## src/platform_power_params.svh

```systemverilog
// Timing counts and reset values for the platform power signal control block.
`ifndef PLATFORM_POWER_PARAMS_SVH
`define PLATFORM_POWER_PARAMS_SVH

// System clock rate in MHz (period 25 ns).
`define PPSC_CLK_MHZ 40

// Least time the platform reset is held on a cold, warm or global reset, in ns.
`define PPSC_RESET_HOLD_NS 1000
// Least hold in clock cycles, rounded up.
`define PPSC_RESET_HOLD_CYCLES ((`PPSC_RESET_HOLD_NS * `PPSC_CLK_MHZ + 999) / 1000)

// Least time the PHY power-control request stands after a wake, in ns.
`define PPSC_PHY_PULSE_NS 10000
// Least pulse length in clock cycles, rounded up.
`define PPSC_PHY_PULSE_CYCLES ((`PPSC_PHY_PULSE_NS * `PPSC_CLK_MHZ + 999) / 1000)

// Synchroniser reset values: power good and mains low, active-low inputs high.
`define PPSC_PG_RESET_VAL 1'b0
`define PPSC_BATTERY_LOW_N_RESET_VAL 1'b1
`define PPSC_MAINS_RESET_VAL 1'b0
`define PPSC_WAKE_RESET_VAL 1'b1

`endif

```

## src/platform_power_pkg.sv

```systemverilog
// Types shared by the platform power signal control block.
package platform_power_pkg;

  // Power state of the controller.
  typedef enum logic [2:0] {
    ST_OFF,
    ST_RESET,
    ST_RUN,
    ST_SLEEP,
    ST_DEEP
  } pwr_state_t;

  // Requested sleep state; the fourth code is illegal.
  typedef enum logic [1:0] {
    SLP_S3,
    SLP_S4,
    SLP_S5
  } sleep_kind_t;

endpackage

```

## src/pin_sync3.sv

```systemverilog
// Three-stage synchroniser with agreement filter for one asynchronous pin.
`timescale 1ns/1ps
`default_nettype none

module pin_sync3 #(
  parameter logic RESET_VAL = 1'b0
) (
  // Clock and reset.
  input wire logic clk_sys_i,
  input wire logic arst_n_i,
  // Pin and its synchronised level.
  input wire logic pin_i,
  output logic level_o
);

  logic ff1_q;
  logic ff2_q;
  logic ff3_q;
  logic level_q;
  logic agree;

  // Only the second stage reads the first; the filter looks at stages two and three.
  assign agree = (ff2_q == ff3_q);

  // Stages and filtered level; a change counts once stages two and three agree.
  always_ff @(posedge clk_sys_i or negedge arst_n_i) begin
    if (!arst_n_i) begin
      ff1_q <= RESET_VAL;
      ff2_q <= RESET_VAL;
      ff3_q <= RESET_VAL;
      level_q <= RESET_VAL;
    end else begin
      ff1_q <= pin_i;
      ff2_q <= ff1_q;
      ff3_q <= ff2_q;
      if (agree) begin
        level_q <= ff3_q;
      end
    end
  end

  assign level_o = level_q;
endmodule // pin_sync3

`default_nettype wire

```

## src/platform_power_signal_control.sv

```systemverilog
// Sideband power signal control: resets, idle-rail gate, PHY power and battery-low handling.
//
// What this block does
// - Power good low forces platform reset asserted.
// - Power good treated as fully asynchronous input.
// - Battery low blocks wake and deep-sleep exit.
// - Enabled battery-low assertion raises management interrupt.
// - Mains input and policy choose deep-sleep entry.
// - Deep sleep only from S4 or S5.
// - Idle-rail gate asserted low during C10.
// - Memory reset is active-low open-drain output.
// - Low network wake input requests a wake.
// - PHY power-control output requests PHY power restore.
// - Platform reset low in sleep and resets.
`timescale 1ns/1ps
`default_nettype none
`include "platform_power_params.svh"

module platform_power_signal_control #(
  parameter int RESET_HOLD_CYCLES = `PPSC_RESET_HOLD_CYCLES,
  parameter int PHY_PULSE_CYCLES = `PPSC_PHY_PULSE_CYCLES,
  parameter int CNT_W = 16
) (
  // Clock and reset.
  input wire logic clk_sys_i,
  input wire logic arst_n_i,
  // Asynchronous platform pins.
  input wire logic core_power_good_i,
  input wire logic battery_low_n_i,
  input wire logic mains_present_i,
  input wire logic network_wake_n_i,
  // Requests from the rest of the power controller, same clock.
  input wire logic sleep_enter_i,
  input wire logic [1:0] sleep_kind_i,
  input wire logic wake_req_i,
  input wire logic reset_req_i,
  input wire logic cpu_c10_i,
  // Configuration levels.
  input wire logic deep_sleep_en_i,
  input wire logic deep_sleep_batt_only_i,
  input wire logic smi_battery_low_en_i,
  input wire logic smi_ack_i,
  // Platform outputs.
  output logic platform_reset_n_o,
  output logic mem_reset_n_o,
  output logic mem_reset_oe_o,
  output logic idle_rail_gate_n_o,
  output logic network_phy_power_ctl_o,
  output logic sys_mgmt_interrupt_n_o,
  // State indications.
  output logic in_sleep_o,
  output logic in_deep_sleep_o
);

  // Refuse counts that the counters cannot hold or that would be zero.
  if (RESET_HOLD_CYCLES < 1 || RESET_HOLD_CYCLES >= (1 << CNT_W)) begin : g_chk_rst
    $error("RESET_HOLD_CYCLES out of range for CNT_W");
  end
  if (PHY_PULSE_CYCLES < 1 || PHY_PULSE_CYCLES >= (1 << CNT_W)) begin : g_chk_phy
    $error("PHY_PULSE_CYCLES out of range for CNT_W");
  end

  localparam logic [CNT_W-1:0] RST_LOAD = CNT_W'(RESET_HOLD_CYCLES - 1);
  localparam logic [CNT_W-1:0] PHY_LOAD = CNT_W'(PHY_PULSE_CYCLES);
  localparam logic [CNT_W-1:0] CNT_ZERO = '0;
  localparam logic [CNT_W-1:0] CNT_ONE = CNT_W'(1);

  platform_power_pkg::pwr_state_t state_q;
  platform_power_pkg::pwr_state_t state_d;
  platform_power_pkg::sleep_kind_t kind_q;
  platform_power_pkg::sleep_kind_t kind_d;
  logic pg_s;
  logic battery_low_n_n_s;
  logic mains_s;
  logic wake_n_s;
  logic battery_low_n_n_prev_q;
  logic [CNT_W-1:0] rst_cnt_q;
  logic [CNT_W-1:0] rst_cnt_d;
  logic [CNT_W-1:0] phy_cnt_q;
  logic [CNT_W-1:0] phy_cnt_d;
  logic plat_rst_n_q;
  logic mem_oe_q;
  logic mem_oe_d;
  logic gate_n_q;
  logic phy_pc_q;
  logic smi_q;
  logic wake_ok;
  logic deep_ok;
  logic enter_reset;
  logic sleep_exit;
  logic battery_low_n_event;

  // Each asynchronous pin gets its own synchroniser before any state logic.
  pin_sync3 #(.RESET_VAL(`PPSC_PG_RESET_VAL)) u_sync_pg (
    .clk_sys_i(clk_sys_i),
    .arst_n_i(arst_n_i),
    .pin_i(core_power_good_i),
    .level_o(pg_s)
  );
  pin_sync3 #(.RESET_VAL(`PPSC_BATTERY_LOW_N_RESET_VAL)) u_sync_battery_low_n (
    .clk_sys_i(clk_sys_i),
    .arst_n_i(arst_n_i),
    .pin_i(battery_low_n_i),
    .level_o(battery_low_n_n_s)
  );
  pin_sync3 #(.RESET_VAL(`PPSC_MAINS_RESET_VAL)) u_sync_mains (
    .clk_sys_i(clk_sys_i),
    .arst_n_i(arst_n_i),
    .pin_i(mains_present_i),
    .level_o(mains_s)
  );
  pin_sync3 #(.RESET_VAL(`PPSC_WAKE_RESET_VAL)) u_sync_wake (
    .clk_sys_i(clk_sys_i),
    .arst_n_i(arst_n_i),
    .pin_i(network_wake_n_i),
    .level_o(wake_n_s)
  );

  // Wake and deep-sleep qualifiers.
  // A wake is a software request or a low network wake level, refused under battery low.
  assign wake_ok = (wake_req_i | ~wake_n_s) & battery_low_n_n_s;
  // Deep sleep never follows S3; the policy may limit it to battery operation.
  assign deep_ok = deep_sleep_en_i
                 & (kind_q != platform_power_pkg::SLP_S3)
                 & (~deep_sleep_batt_only_i | ~mains_s);
  assign battery_low_n_event = battery_low_n_n_prev_q & ~battery_low_n_n_s;

  // Next power state; loss of power good overrides everything.
  always_comb begin
    state_d = state_q;
    unique case (state_q)
      platform_power_pkg::ST_OFF: begin
        // Power good is trusted as soon as the synchroniser passes it; no settling time is counted here.
        if (pg_s) begin
          state_d = platform_power_pkg::ST_RESET;
        end
      end
      platform_power_pkg::ST_RESET: begin
        if (rst_cnt_q == CNT_ZERO) begin
          state_d = platform_power_pkg::ST_RUN;
        end
      end
      platform_power_pkg::ST_RUN: begin
        if (reset_req_i) begin
          state_d = platform_power_pkg::ST_RESET;
        end else if (sleep_enter_i) begin
          state_d = platform_power_pkg::ST_SLEEP;
        end
      end
      platform_power_pkg::ST_SLEEP: begin
        if (wake_ok) begin
          state_d = platform_power_pkg::ST_RESET;
        end else if (deep_ok) begin
          state_d = platform_power_pkg::ST_DEEP;
        end
      end
      platform_power_pkg::ST_DEEP: begin
        if (wake_ok) begin
          state_d = platform_power_pkg::ST_RESET;
        end
      end
      default: begin
        state_d = platform_power_pkg::ST_OFF;
      end
    endcase
    if (!pg_s) begin
      state_d = platform_power_pkg::ST_OFF;
    end
  end

  // Latch the sleep kind on entry; the illegal code is taken as S5.
  always_comb begin
    kind_d = kind_q;
    if (state_q == platform_power_pkg::ST_RUN && state_d == platform_power_pkg::ST_SLEEP) begin
      unique case (sleep_kind_i)
        2'h0: kind_d = platform_power_pkg::SLP_S3;
        2'h1: kind_d = platform_power_pkg::SLP_S4;
        default: kind_d = platform_power_pkg::SLP_S5;
      endcase
    end
  end

  // Reset hold and PHY pulse counters.
  assign enter_reset = (state_d == platform_power_pkg::ST_RESET)
                     && (state_q != platform_power_pkg::ST_RESET);
  assign sleep_exit = enter_reset && ((state_q == platform_power_pkg::ST_SLEEP)
                                   || (state_q == platform_power_pkg::ST_DEEP));
  assign rst_cnt_d = enter_reset ? RST_LOAD :
                     (rst_cnt_q != CNT_ZERO) ? (rst_cnt_q - CNT_ONE) : CNT_ZERO;
  // Power restore is asked for on each wake out of sleep or deep sleep; it drops if power good falls.
  assign phy_cnt_d = !pg_s ? CNT_ZERO :
                     sleep_exit ? PHY_LOAD :
                     (phy_cnt_q != CNT_ZERO) ? (phy_cnt_q - CNT_ONE) : CNT_ZERO;

  // DRAM reset is driven in power-off and resets, but released in S3 to keep self-refresh.
  always_comb begin
    mem_oe_d = 1'b1;
    unique case (state_d)
      platform_power_pkg::ST_RUN: mem_oe_d = 1'b0;
      platform_power_pkg::ST_SLEEP: mem_oe_d = (kind_d != platform_power_pkg::SLP_S3);
      default: mem_oe_d = 1'b1;
    endcase
  end

  // State and sleep kind.
  always_ff @(posedge clk_sys_i or negedge arst_n_i) begin
    if (!arst_n_i) begin
      state_q <= platform_power_pkg::ST_OFF;
      kind_q <= platform_power_pkg::SLP_S3;
    end else begin
      state_q <= state_d;
      kind_q <= kind_d;
    end
  end

  // Counters.
  always_ff @(posedge clk_sys_i or negedge arst_n_i) begin
    if (!arst_n_i) begin
      rst_cnt_q <= CNT_ZERO;
      phy_cnt_q <= CNT_ZERO;
    end else begin
      rst_cnt_q <= rst_cnt_d;
      phy_cnt_q <= phy_cnt_d;
    end
  end

  // Output flip-flops, all taken from the next state so they track the state register.
  always_ff @(posedge clk_sys_i or negedge arst_n_i) begin
    if (!arst_n_i) begin
      plat_rst_n_q <= 1'b0;
      mem_oe_q <= 1'b1;
      gate_n_q <= 1'b1;
      phy_pc_q <= 1'b0;
    end else begin
      plat_rst_n_q <= (state_d == platform_power_pkg::ST_RUN);
      mem_oe_q <= mem_oe_d;
      // Board logic must keep the gated rails' power goods high while this is low.
      gate_n_q <= ~((state_d == platform_power_pkg::ST_RUN) & cpu_c10_i);
      phy_pc_q <= (phy_cnt_d != CNT_ZERO);
    end
  end

  // Battery-low interrupt flag; a new event in the acknowledge cycle wins.
  always_ff @(posedge clk_sys_i or negedge arst_n_i) begin
    if (!arst_n_i) begin
      battery_low_n_n_prev_q <= 1'b1;
      smi_q <= 1'b0;
    end else begin
      battery_low_n_n_prev_q <= battery_low_n_n_s;
      if (battery_low_n_event && smi_battery_low_en_i) begin
        smi_q <= 1'b1;
      end else if (smi_ack_i) begin
        smi_q <= 1'b0;
      end
    end
  end

  // Pins. The memory reset is open-drain: it only ever pulls low.
  assign platform_reset_n_o = plat_rst_n_q;
  assign mem_reset_n_o = 1'b0;
  assign mem_reset_oe_o = mem_oe_q;
  assign idle_rail_gate_n_o = gate_n_q;
  assign network_phy_power_ctl_o = phy_pc_q;
  assign sys_mgmt_interrupt_n_o = ~smi_q;
  assign in_sleep_o = (state_q == platform_power_pkg::ST_SLEEP);
  assign in_deep_sleep_o = (state_q == platform_power_pkg::ST_DEEP);
endmodule // platform_power_signal_control

`default_nettype wire

```

## config.mk

```make
export PLATFORM = sky130hd
export DESIGN_NAME = platform_power_signal_control
export DESIGN_NICKNAME = d
export VERILOG_FILES = /design/src/platform_power_pkg.sv /design/src/pin_sync3.sv /design/src/platform_power_signal_control.sv
export VERILOG_INCLUDE_DIRS = /design/src
export SDC_FILE = /design/constraint.sdc
export NUM_CORES = 1
export LEC_CHECK = 0
export BUFFER_PORTS_ARGS = -buffer_cell sky130_fd_sc_hd__buf_2
export CORE_ASPECT_RATIO = 1.1
export CORE_MARGIN = 2
export CORE_UTILIZATION = 60
export DETAILED_ROUTE_END_ITERATION = 8
export PLACE_DENSITY = 0.8
export SYNTH_ARGS = -nofsm -noshare
export SYNTH_HDL_FRONTEND = slang
export SYNTH_SLANG_ARGS = --single-unit
```

## constraint.sdc

```tcl
create_clock -name clk_sys_i -period 6.6 [get_ports clk_sys_i]
set_clock_uncertainty 0.2 [all_clocks]
set_input_delay 0.66 -clock clk_sys_i [delete_from_list [all_inputs] [get_ports clk_sys_i]]
set_output_delay 0.66 -clock clk_sys_i [all_outputs]
set_load 0.05 [all_outputs]
```

# ---- Yosys cells after proc, flatten, opt, wreduce, memory -nomap -nowiden
# Cells that the tools add are included.
dict set report word_totals {
  register_bits 59
  word_cells 86
  n_memories 0
  romBits 0
  in_bits 16
  latch_bits 0
  ram_bits 0
}
dict set report op_classes {
  shifts 0
  eq_ne 13
  n_bitwise 13
  reduce_logical 14
  div_mod_pow 0
  order_cmp 0
  addsub 2
  n_mul 0
  muxes 18
}
# op n
set op_table {}
lappend op_table {{two-way mux 16 bit} 5}
lappend op_table {{nonzero test 16 bit} 3}
lappend op_table {{subtractor 16 x 1 -> 16 bit, second input constant} 2}
lappend op_table {{two-way mux 3 bit} 7}
lappend op_table {{logical NOT 16 bit} 1}
lappend op_table {{case mux 3 bit (5 select lines)} 1}
lappend op_table {{equality test 3 x 2 -> 1 bit, second input constant} 4}
lappend op_table {{equality test 3 x 1 -> 1 bit, second input constant} 2}
lappend op_table {{NOT 1 bit} 6}
lappend op_table {{nonzero test 2 bit} 3}
lappend op_table {{AND 1 bit} 5}
lappend op_table {{equality test 1 bit} 4}
lappend op_table {{logical AND 1 bit} 4}
lappend op_table {{case mux 2 bit (2 select lines)} 1}
lappend op_table {{equality test 3 bit, second input constant} 1}
lappend op_table {{logical NOT 3 bit} 1}
lappend op_table {{inequality test 3 x 1 -> 1 bit, second input constant} 1}
lappend op_table {{equality test 2 x 1 -> 1 bit, second input constant} 1}
lappend op_table {{logical NOT 2 bit} 1}
lappend op_table {{two-way mux 1 bit} 2}
lappend op_table {{two-way mux 2 bit} 1}
lappend op_table {{OR 1 bit} 2}
lappend op_table {{case mux 1 bit (2 select lines)} 1}
lappend op_table {{logical OR 1 bit} 1}

# ---- Longest topological paths before layout
dict set report depth {
  depth_word 13
  ltp_mapped 10
  depth_no_buf 8
}

# ---- Modules after synthesis
# A second synthesis with hierarchy kept.
dict set report unflattened {
  cells_unflattened 258
  hier_area_um2 2731.4
}
# mod area_each_um2 n_inst cells_per_inst
set by_module_without_submodules {}
lappend by_module_without_submodules {platform_power_signal_control 2275.9 1 238}
lappend by_module_without_submodules {{pin_sync3 (u_sync_battery_low_n ...)} 116.4 2 5}
lappend by_module_without_submodules {{pin_sync3 (u_sync_mains ...)} 111.4 2 5}

# ---- Worst setup path after synthesis
# OpenSTA, ideal clock, no wires.
dict set report synth_timing {
  kind {register -> register}
  startpoint {reg state_q[2]}
  endpoint {reg phy_cnt_q[9]}
  t_arrival_ps 2100
  stages_incl_launch_ff 8
  n_path_buf 1
  slack_ps 4175
  cell_sequence {dfrtp_1 nor2b_1 nor2b_1 o21a_1 o2111ai_1 nand2b_1 buf_2 nor2_1}
}
dict set report synth_via {
  elab_cells_between_ends 20
  cone_classes {eq/ne (6); mux (10); reduce/logical (4)}
}
# element line
set synth_rtl {}
lappend synth_rtl {{start: declaration} platform_power_signal_control.sv:68} ;# platform_power_pkg::pwr_state_t state_q;
lappend synth_rtl {{start signal: assignment} platform_power_signal_control.sv:208} ;# state_q <= platform_power_pkg::ST_OFF;
lappend synth_rtl {{start signal: assignment} platform_power_signal_control.sv:211} ;# state_q <= state_d;
lappend synth_rtl {{equality test 3 bit *} n/a}
lappend synth_rtl {{named net in_deep_sleep_o} platform_power_signal_control.sv:52} ;# output logic in_deep_sleep_o
lappend synth_rtl {{case mux 3 bit (5 select lines)} platform_power_signal_control.sv:131} ;# unique case (state_q)
lappend synth_rtl {{two-way mux 3 bit} platform_power_signal_control.sv:166} ;# if (!pg_s) begin
lappend synth_rtl {{equality test 3 x 1 -> 1 bit} platform_power_signal_control.sv:184} ;# assign enter_reset = (state_d == platform_power_pkg::ST_RESET)
lappend synth_rtl {{logical AND 1 bit} platform_power_signal_control.sv:185} ;# && (state_q != platform_power_pkg::ST_RESET);
lappend synth_rtl {{logical AND 1 bit *} platform_power_signal_control.sv:186} ;# assign sleep_exit = enter_reset && ((state_q == platform_power_pkg::ST_SLEEP)
lappend synth_rtl {{two-way mux 16 bit *} platform_power_signal_control.sv:192} ;# sleep_exit ? PHY_LOAD :
lappend synth_rtl {{two-way mux 16 bit *} platform_power_signal_control.sv:191} ;# assign phy_cnt_d = !pg_s ? CNT_ZERO :
lappend synth_rtl {{named net phy_cnt_d[9]} platform_power_signal_control.sv:80} ;# logic [CNT_W-1:0] phy_cnt_d;
lappend synth_rtl {{end signal: assignment} platform_power_signal_control.sv:223} ;# phy_cnt_q <= phy_cnt_d;
lappend synth_rtl {{end: declaration} platform_power_signal_control.sv:79} ;# logic [CNT_W-1:0] phy_cnt_q;
# Mark *: on every way through the listed nets, which the timed path passes. The rest lies on a longest branch.
# A chain may end at the register's enable or synchronous reset.

# ---- Final worst setup path
dict set report layout_timing {
  startpoint {reg rst_cnt_q[0]}
  endpoint {reg kind_q[1]}
}
dict set report layout_via {
  elab_chain_len 7
}
# element line
set layout_lines {}
lappend layout_lines {{start: declaration} platform_power_signal_control.sv:77} ;# logic [CNT_W-1:0] rst_cnt_q;
lappend layout_lines {{start signal: assignment} platform_power_signal_control.sv:222} ;# rst_cnt_q <= rst_cnt_d;
lappend layout_lines {{logical NOT 16 bit} platform_power_signal_control.sv:139} ;# if (rst_cnt_q == CNT_ZERO) begin
lappend layout_lines {{two-way mux 3 bit} platform_power_signal_control.sv:139}
lappend layout_lines {{case mux 3 bit (5 select lines)} platform_power_signal_control.sv:131}
lappend layout_lines {{two-way mux 3 bit} platform_power_signal_control.sv:166}
lappend layout_lines {{equality test 3 x 2 -> 1 bit} platform_power_signal_control.sv:174} ;# if (state_q == platform_power_pkg::ST_RUN && state_d == platform_power_pkg::ST_SLEEP) begin
lappend layout_lines {{logical AND 1 bit} platform_power_signal_control.sv:174}
lappend layout_lines {{two-way mux 2 bit} platform_power_signal_control.sv:174}
lappend layout_lines {{named net kind_d[1]} platform_power_signal_control.sv:71} ;# platform_power_pkg::sleep_kind_t kind_d;
lappend layout_lines {{end signal: assignment} platform_power_signal_control.sv:209} ;# kind_q <= platform_power_pkg::SLP_S3;
lappend layout_lines {{end signal: assignment} platform_power_signal_control.sv:212} ;# kind_q <= kind_d;
lappend layout_lines {{end: declaration} platform_power_signal_control.sv:70} ;# platform_power_pkg::sleep_kind_t kind_q;
# The timed path passes the listed nets, and every way through them passes these cells.

==> impl_metrics.yaml <==
setup_path:
  worstSetupPathDepth: 8
  path_buf_inv: 1
  r2r_slack_ns: 4.10
  crit_family: "simple AND/OR/NAND/NOR gates"
  r2r-end: "kind_q[1]$_DFF_PN0_"
  path_class: "reg -> reg"
  start_kind: "flip-flop"
  r2r_start: "rst_cnt_q[0]$_DFF_PN0_"
  worstSetupEndpointType: "flip-flop"
  worstPathArrival_ns: 2.53
  startpoint: "rst_cnt_q[0]$_DFF_PN0_"
  worstPathCellList: "inv_1 -> ha_1 -> nor2b_1 -> nand3_2 -> nor3b_4 -> a21boi_2 -> nor3_4 -> mux2_1"
  crit_required_ns: 6.63
  r2r_cells: 8
  path_max_fanout: 6
  endpoint: "kind_q[1]$_DFF_PN0_"
  cp_slowest_cell: "dfrtp_1"
  slowest_delay_ns: 0.39
timing:
  worst_hold_slack_ns: 0.1562
  relSlewSlack: 0.5342
  max_clock_freq_mhz: 400.1
  worstMarginPinSlew_ns: 0.6988
  timing.final.crit_period_ns: 2.500
  report.final.hold_viol_count: 0
  rsz0062_at_grt: "false"
  setup_tns_ns: 0
  slew_viol_final: 0
  worst_slack_ns: 4.100
  setup_viol_count_final: 0
  timing.final.crit_share: 0.3787
cts:
  cts_hold_buf: 0
  htree_levels: 3
  post-cts-setup-buffer-count: 0
  clk_latency_ns: 0.35
  clk_pin_slew_ns: 0.07
  cts-root-buf: "clkbuf_8"
  cts-resized-gates: 0
  cts_made_buffers: 9
  cts_tree: "built"
  clock_sinks: 59
  cts_buffer_depth: 2
status:
  run_status: "complete, no violations"
logic_synthesis:
  synthesis.area_um2: 2765
  async_reset_ff_frac: 1.000
  synth_fp_nets: 282
  ys_ff_latch: 59
  yosys_warnings: 0
  ys_seq_area_frac: 0.5389
  ys_types: 51
  synthFlopType: "dfrtp_1"
  synth_edf_count: 0
  syn-instance-count: 263
  synth.avg_cell_area_um2: 10.51
global_routing:
  antenna_found_initial: 0
  grt_pass1_vias: 1907
  grt_use_total: 0.2289
  grt_pass1_wl_mm: 8.473
  gr-total-overflow: 0
  grt_max_degree: 60
placed_design:
  port_buffers: 22
  dp.cells: 333
  gp_congestion: 0.7961
  dp.final_hpwl_mm: 3.622
  place_worst_setup_slack_ns: 4.099
drt:
  viasPerCell: 5.734
  dr.first_iter.drc_count: 138
  avgRoutedWirePerCell_um: 14.85
  vias: 2001
  wl_mm: 5.184
  drc_errors: 0
  firstDrtPassIters: 4
  ant_nets: 0
die:
  die_w_um: 68.73
  ios: 24
  die_h_um: 75.20
  rows: 25
  die-area_um2: 5168
  initial_core_util: 0.6314
  core_um2: 4379
cells_and_area:
  fillers: 330
  drive_gt1_frac: 0.2136
  syn2layout_area_growth_pct: 12.71
  instances_no_fill: 349
  n_antenna_cell: 0
  fin_nets: 309
power:
  ir_drop_uv: 196.2
  p_total_uw: 1163
  p_leak_uw: 0.001410
  power_density_nw_per_um2: 373.1
min_path:
  min_path_type: "reg -> reg"
run:
  maxCapViolCount: 0
-- worst min-delay path by stage --
| stage | startpoint | to | slack (ns) | cells past startpoint |
|---|---|---|---|---|
| floorplan | u_sync_mains.ff1_q$_DFF_PN0_ | u_sync_mains.ff2_q$_DFF_PN0_ | 0.13 | 0 |
| global placement | u_sync_mains.ff1_q$_DFF_PN0_ | u_sync_mains.ff2_q$_DFF_PN0_ | 0.13 | 0 |
| detailed placement | u_sync_pg.ff1_q$_DFF_PN0_ | u_sync_pg.ff2_q$_DFF_PN0_ | 0.14 | 0 |
| CTS | u_sync_wake.ff1_q$_DFF_PN1_ | u_sync_wake.ff2_q$_DFF_PN1_ | 0.16 | 0 |
| global route | u_sync_wake.ff1_q$_DFF_PN1_ | u_sync_wake.ff2_q$_DFF_PN1_ | 0.16 | 0 |
| finish | u_sync_pg.ff1_q$_DFF_PN0_ | u_sync_pg.ff2_q$_DFF_PN0_ | 0.16 | 0 |
-- sequential cells by signal, indices dropped and copies added, names as in the netlist, 2 cells and up --
| signal | count |
|---|---|
| kind_q | 2 |
| rst_cnt_q | 16 |
| phy_cnt_q | 16 |
| state_q | 3 |
-- power breakdown --
part	switching (µW)	total, µW	leakage (µW)	internal, µW
Clock	151	326	0.0000923	176
Combinational	211	355	0.000579	144
Sequential	63.2	481	0.000738	418
Total	425	1160	0.00141	738
-- cells in the final DEF (no fill, tap or decap), types with 4 or more instances in the layout --
cell	count
nand2_1	17
dfrtp_1	48
nand3_1	9
inv_1	10
a21oi_1	6
buf_2	22
nor4_1	5
nor2b_1	8
nand3b_1	4
nor3_1	7
maj3_1	4
o21ai_0	13
dfstp_2	11
clkbuf_8	9
xnor2_1	14
xor2_1	9
nor2_1	41
-- cell type report --
| cell class | count | area (µm²) | share of cell area |
|---|---|---|---|
| clock buffer | 9 | 123.9 | 0.03974 |
| clock inverter | 7 | 75.07 | 0.02409 |
| inverter | 10 | 37.54 | 0.01204 |
| multi-input combinational | 187 | 1205 | 0.3866 |
| sequential | 59 | 1490 | 0.4781 |
| tap | 54 | 67.56 | 0.02168 |
| timing repair buffer | 23 | 117.6 | 0.03774 |
-- cell usage after synthesis (3+ instances only) --
master	count	area [µm²]
clkbuf_1	4	15.01
dfrtp_1	48	1201
nor2_1	41	153.9
nand2b_1	3	18.77
nand3_1	9	45.04
dfstp_2	11	289.0
nor3_1	7	35.03
maj3_1	4	40.04
nor2b_1	8	50.05
nor4_1	5	31.28
o21ai_0	13	65.06
ha_1	3	37.54
nand2_1	17	63.81
nor3_2	3	30.03
xnor2_1	14	122.6
xor2_1	9	78.83
a21oi_1	6	30.03
inv_1	10	37.54
nand3b_1	4	30.03
nand4_1	3	18.77
-- logic make-up (layout without fill, tap and decap cells) --
family          after synthesis  in the layout  share of synthesized area
mux                           5              5                    0.01946
compound gates               38             38                    0.08869
fa+ha+maj                     7              7                    0.02806
xor+xnor                     23             23                    0.07285
simple gates                113            113                     0.2253
buf+inv                      17             49                    0.02534
flops                        59             59                     0.5389
other cells                   1              1                   0.001356
-- worst register-to-register path, cell delays in order, from the launching register on --
cell and delay [ns]:
dfrtp_1 0.39, inv_1 0.07, ha_1 0.19, nor2b_1 0.27
nand3_2 0.19, nor3b_4 0.35, a21boi_2 0.15, nor3_4 0.23
mux2_1 0.34
-- metal layers --
metal	GRT usage	routed length, µm
met5	0	0
met1	0.2697	2266
met4	0.1198	137
met3	0.05531	204
met2	0.3857	2576
-- through the flow --
step / instance area [µm²] / utilization
6_report: 3117 / 0.7117
5_1_grt: 3117 / 0.7117
4_1_cts: 3117 / 0.7117
3_5_place_dp: 2918 / 0.6663
3_3_place_gp: 2918 / 0.6663
2_1_floorplan: 2765 / -
Power figures use the tool's default switching activity.
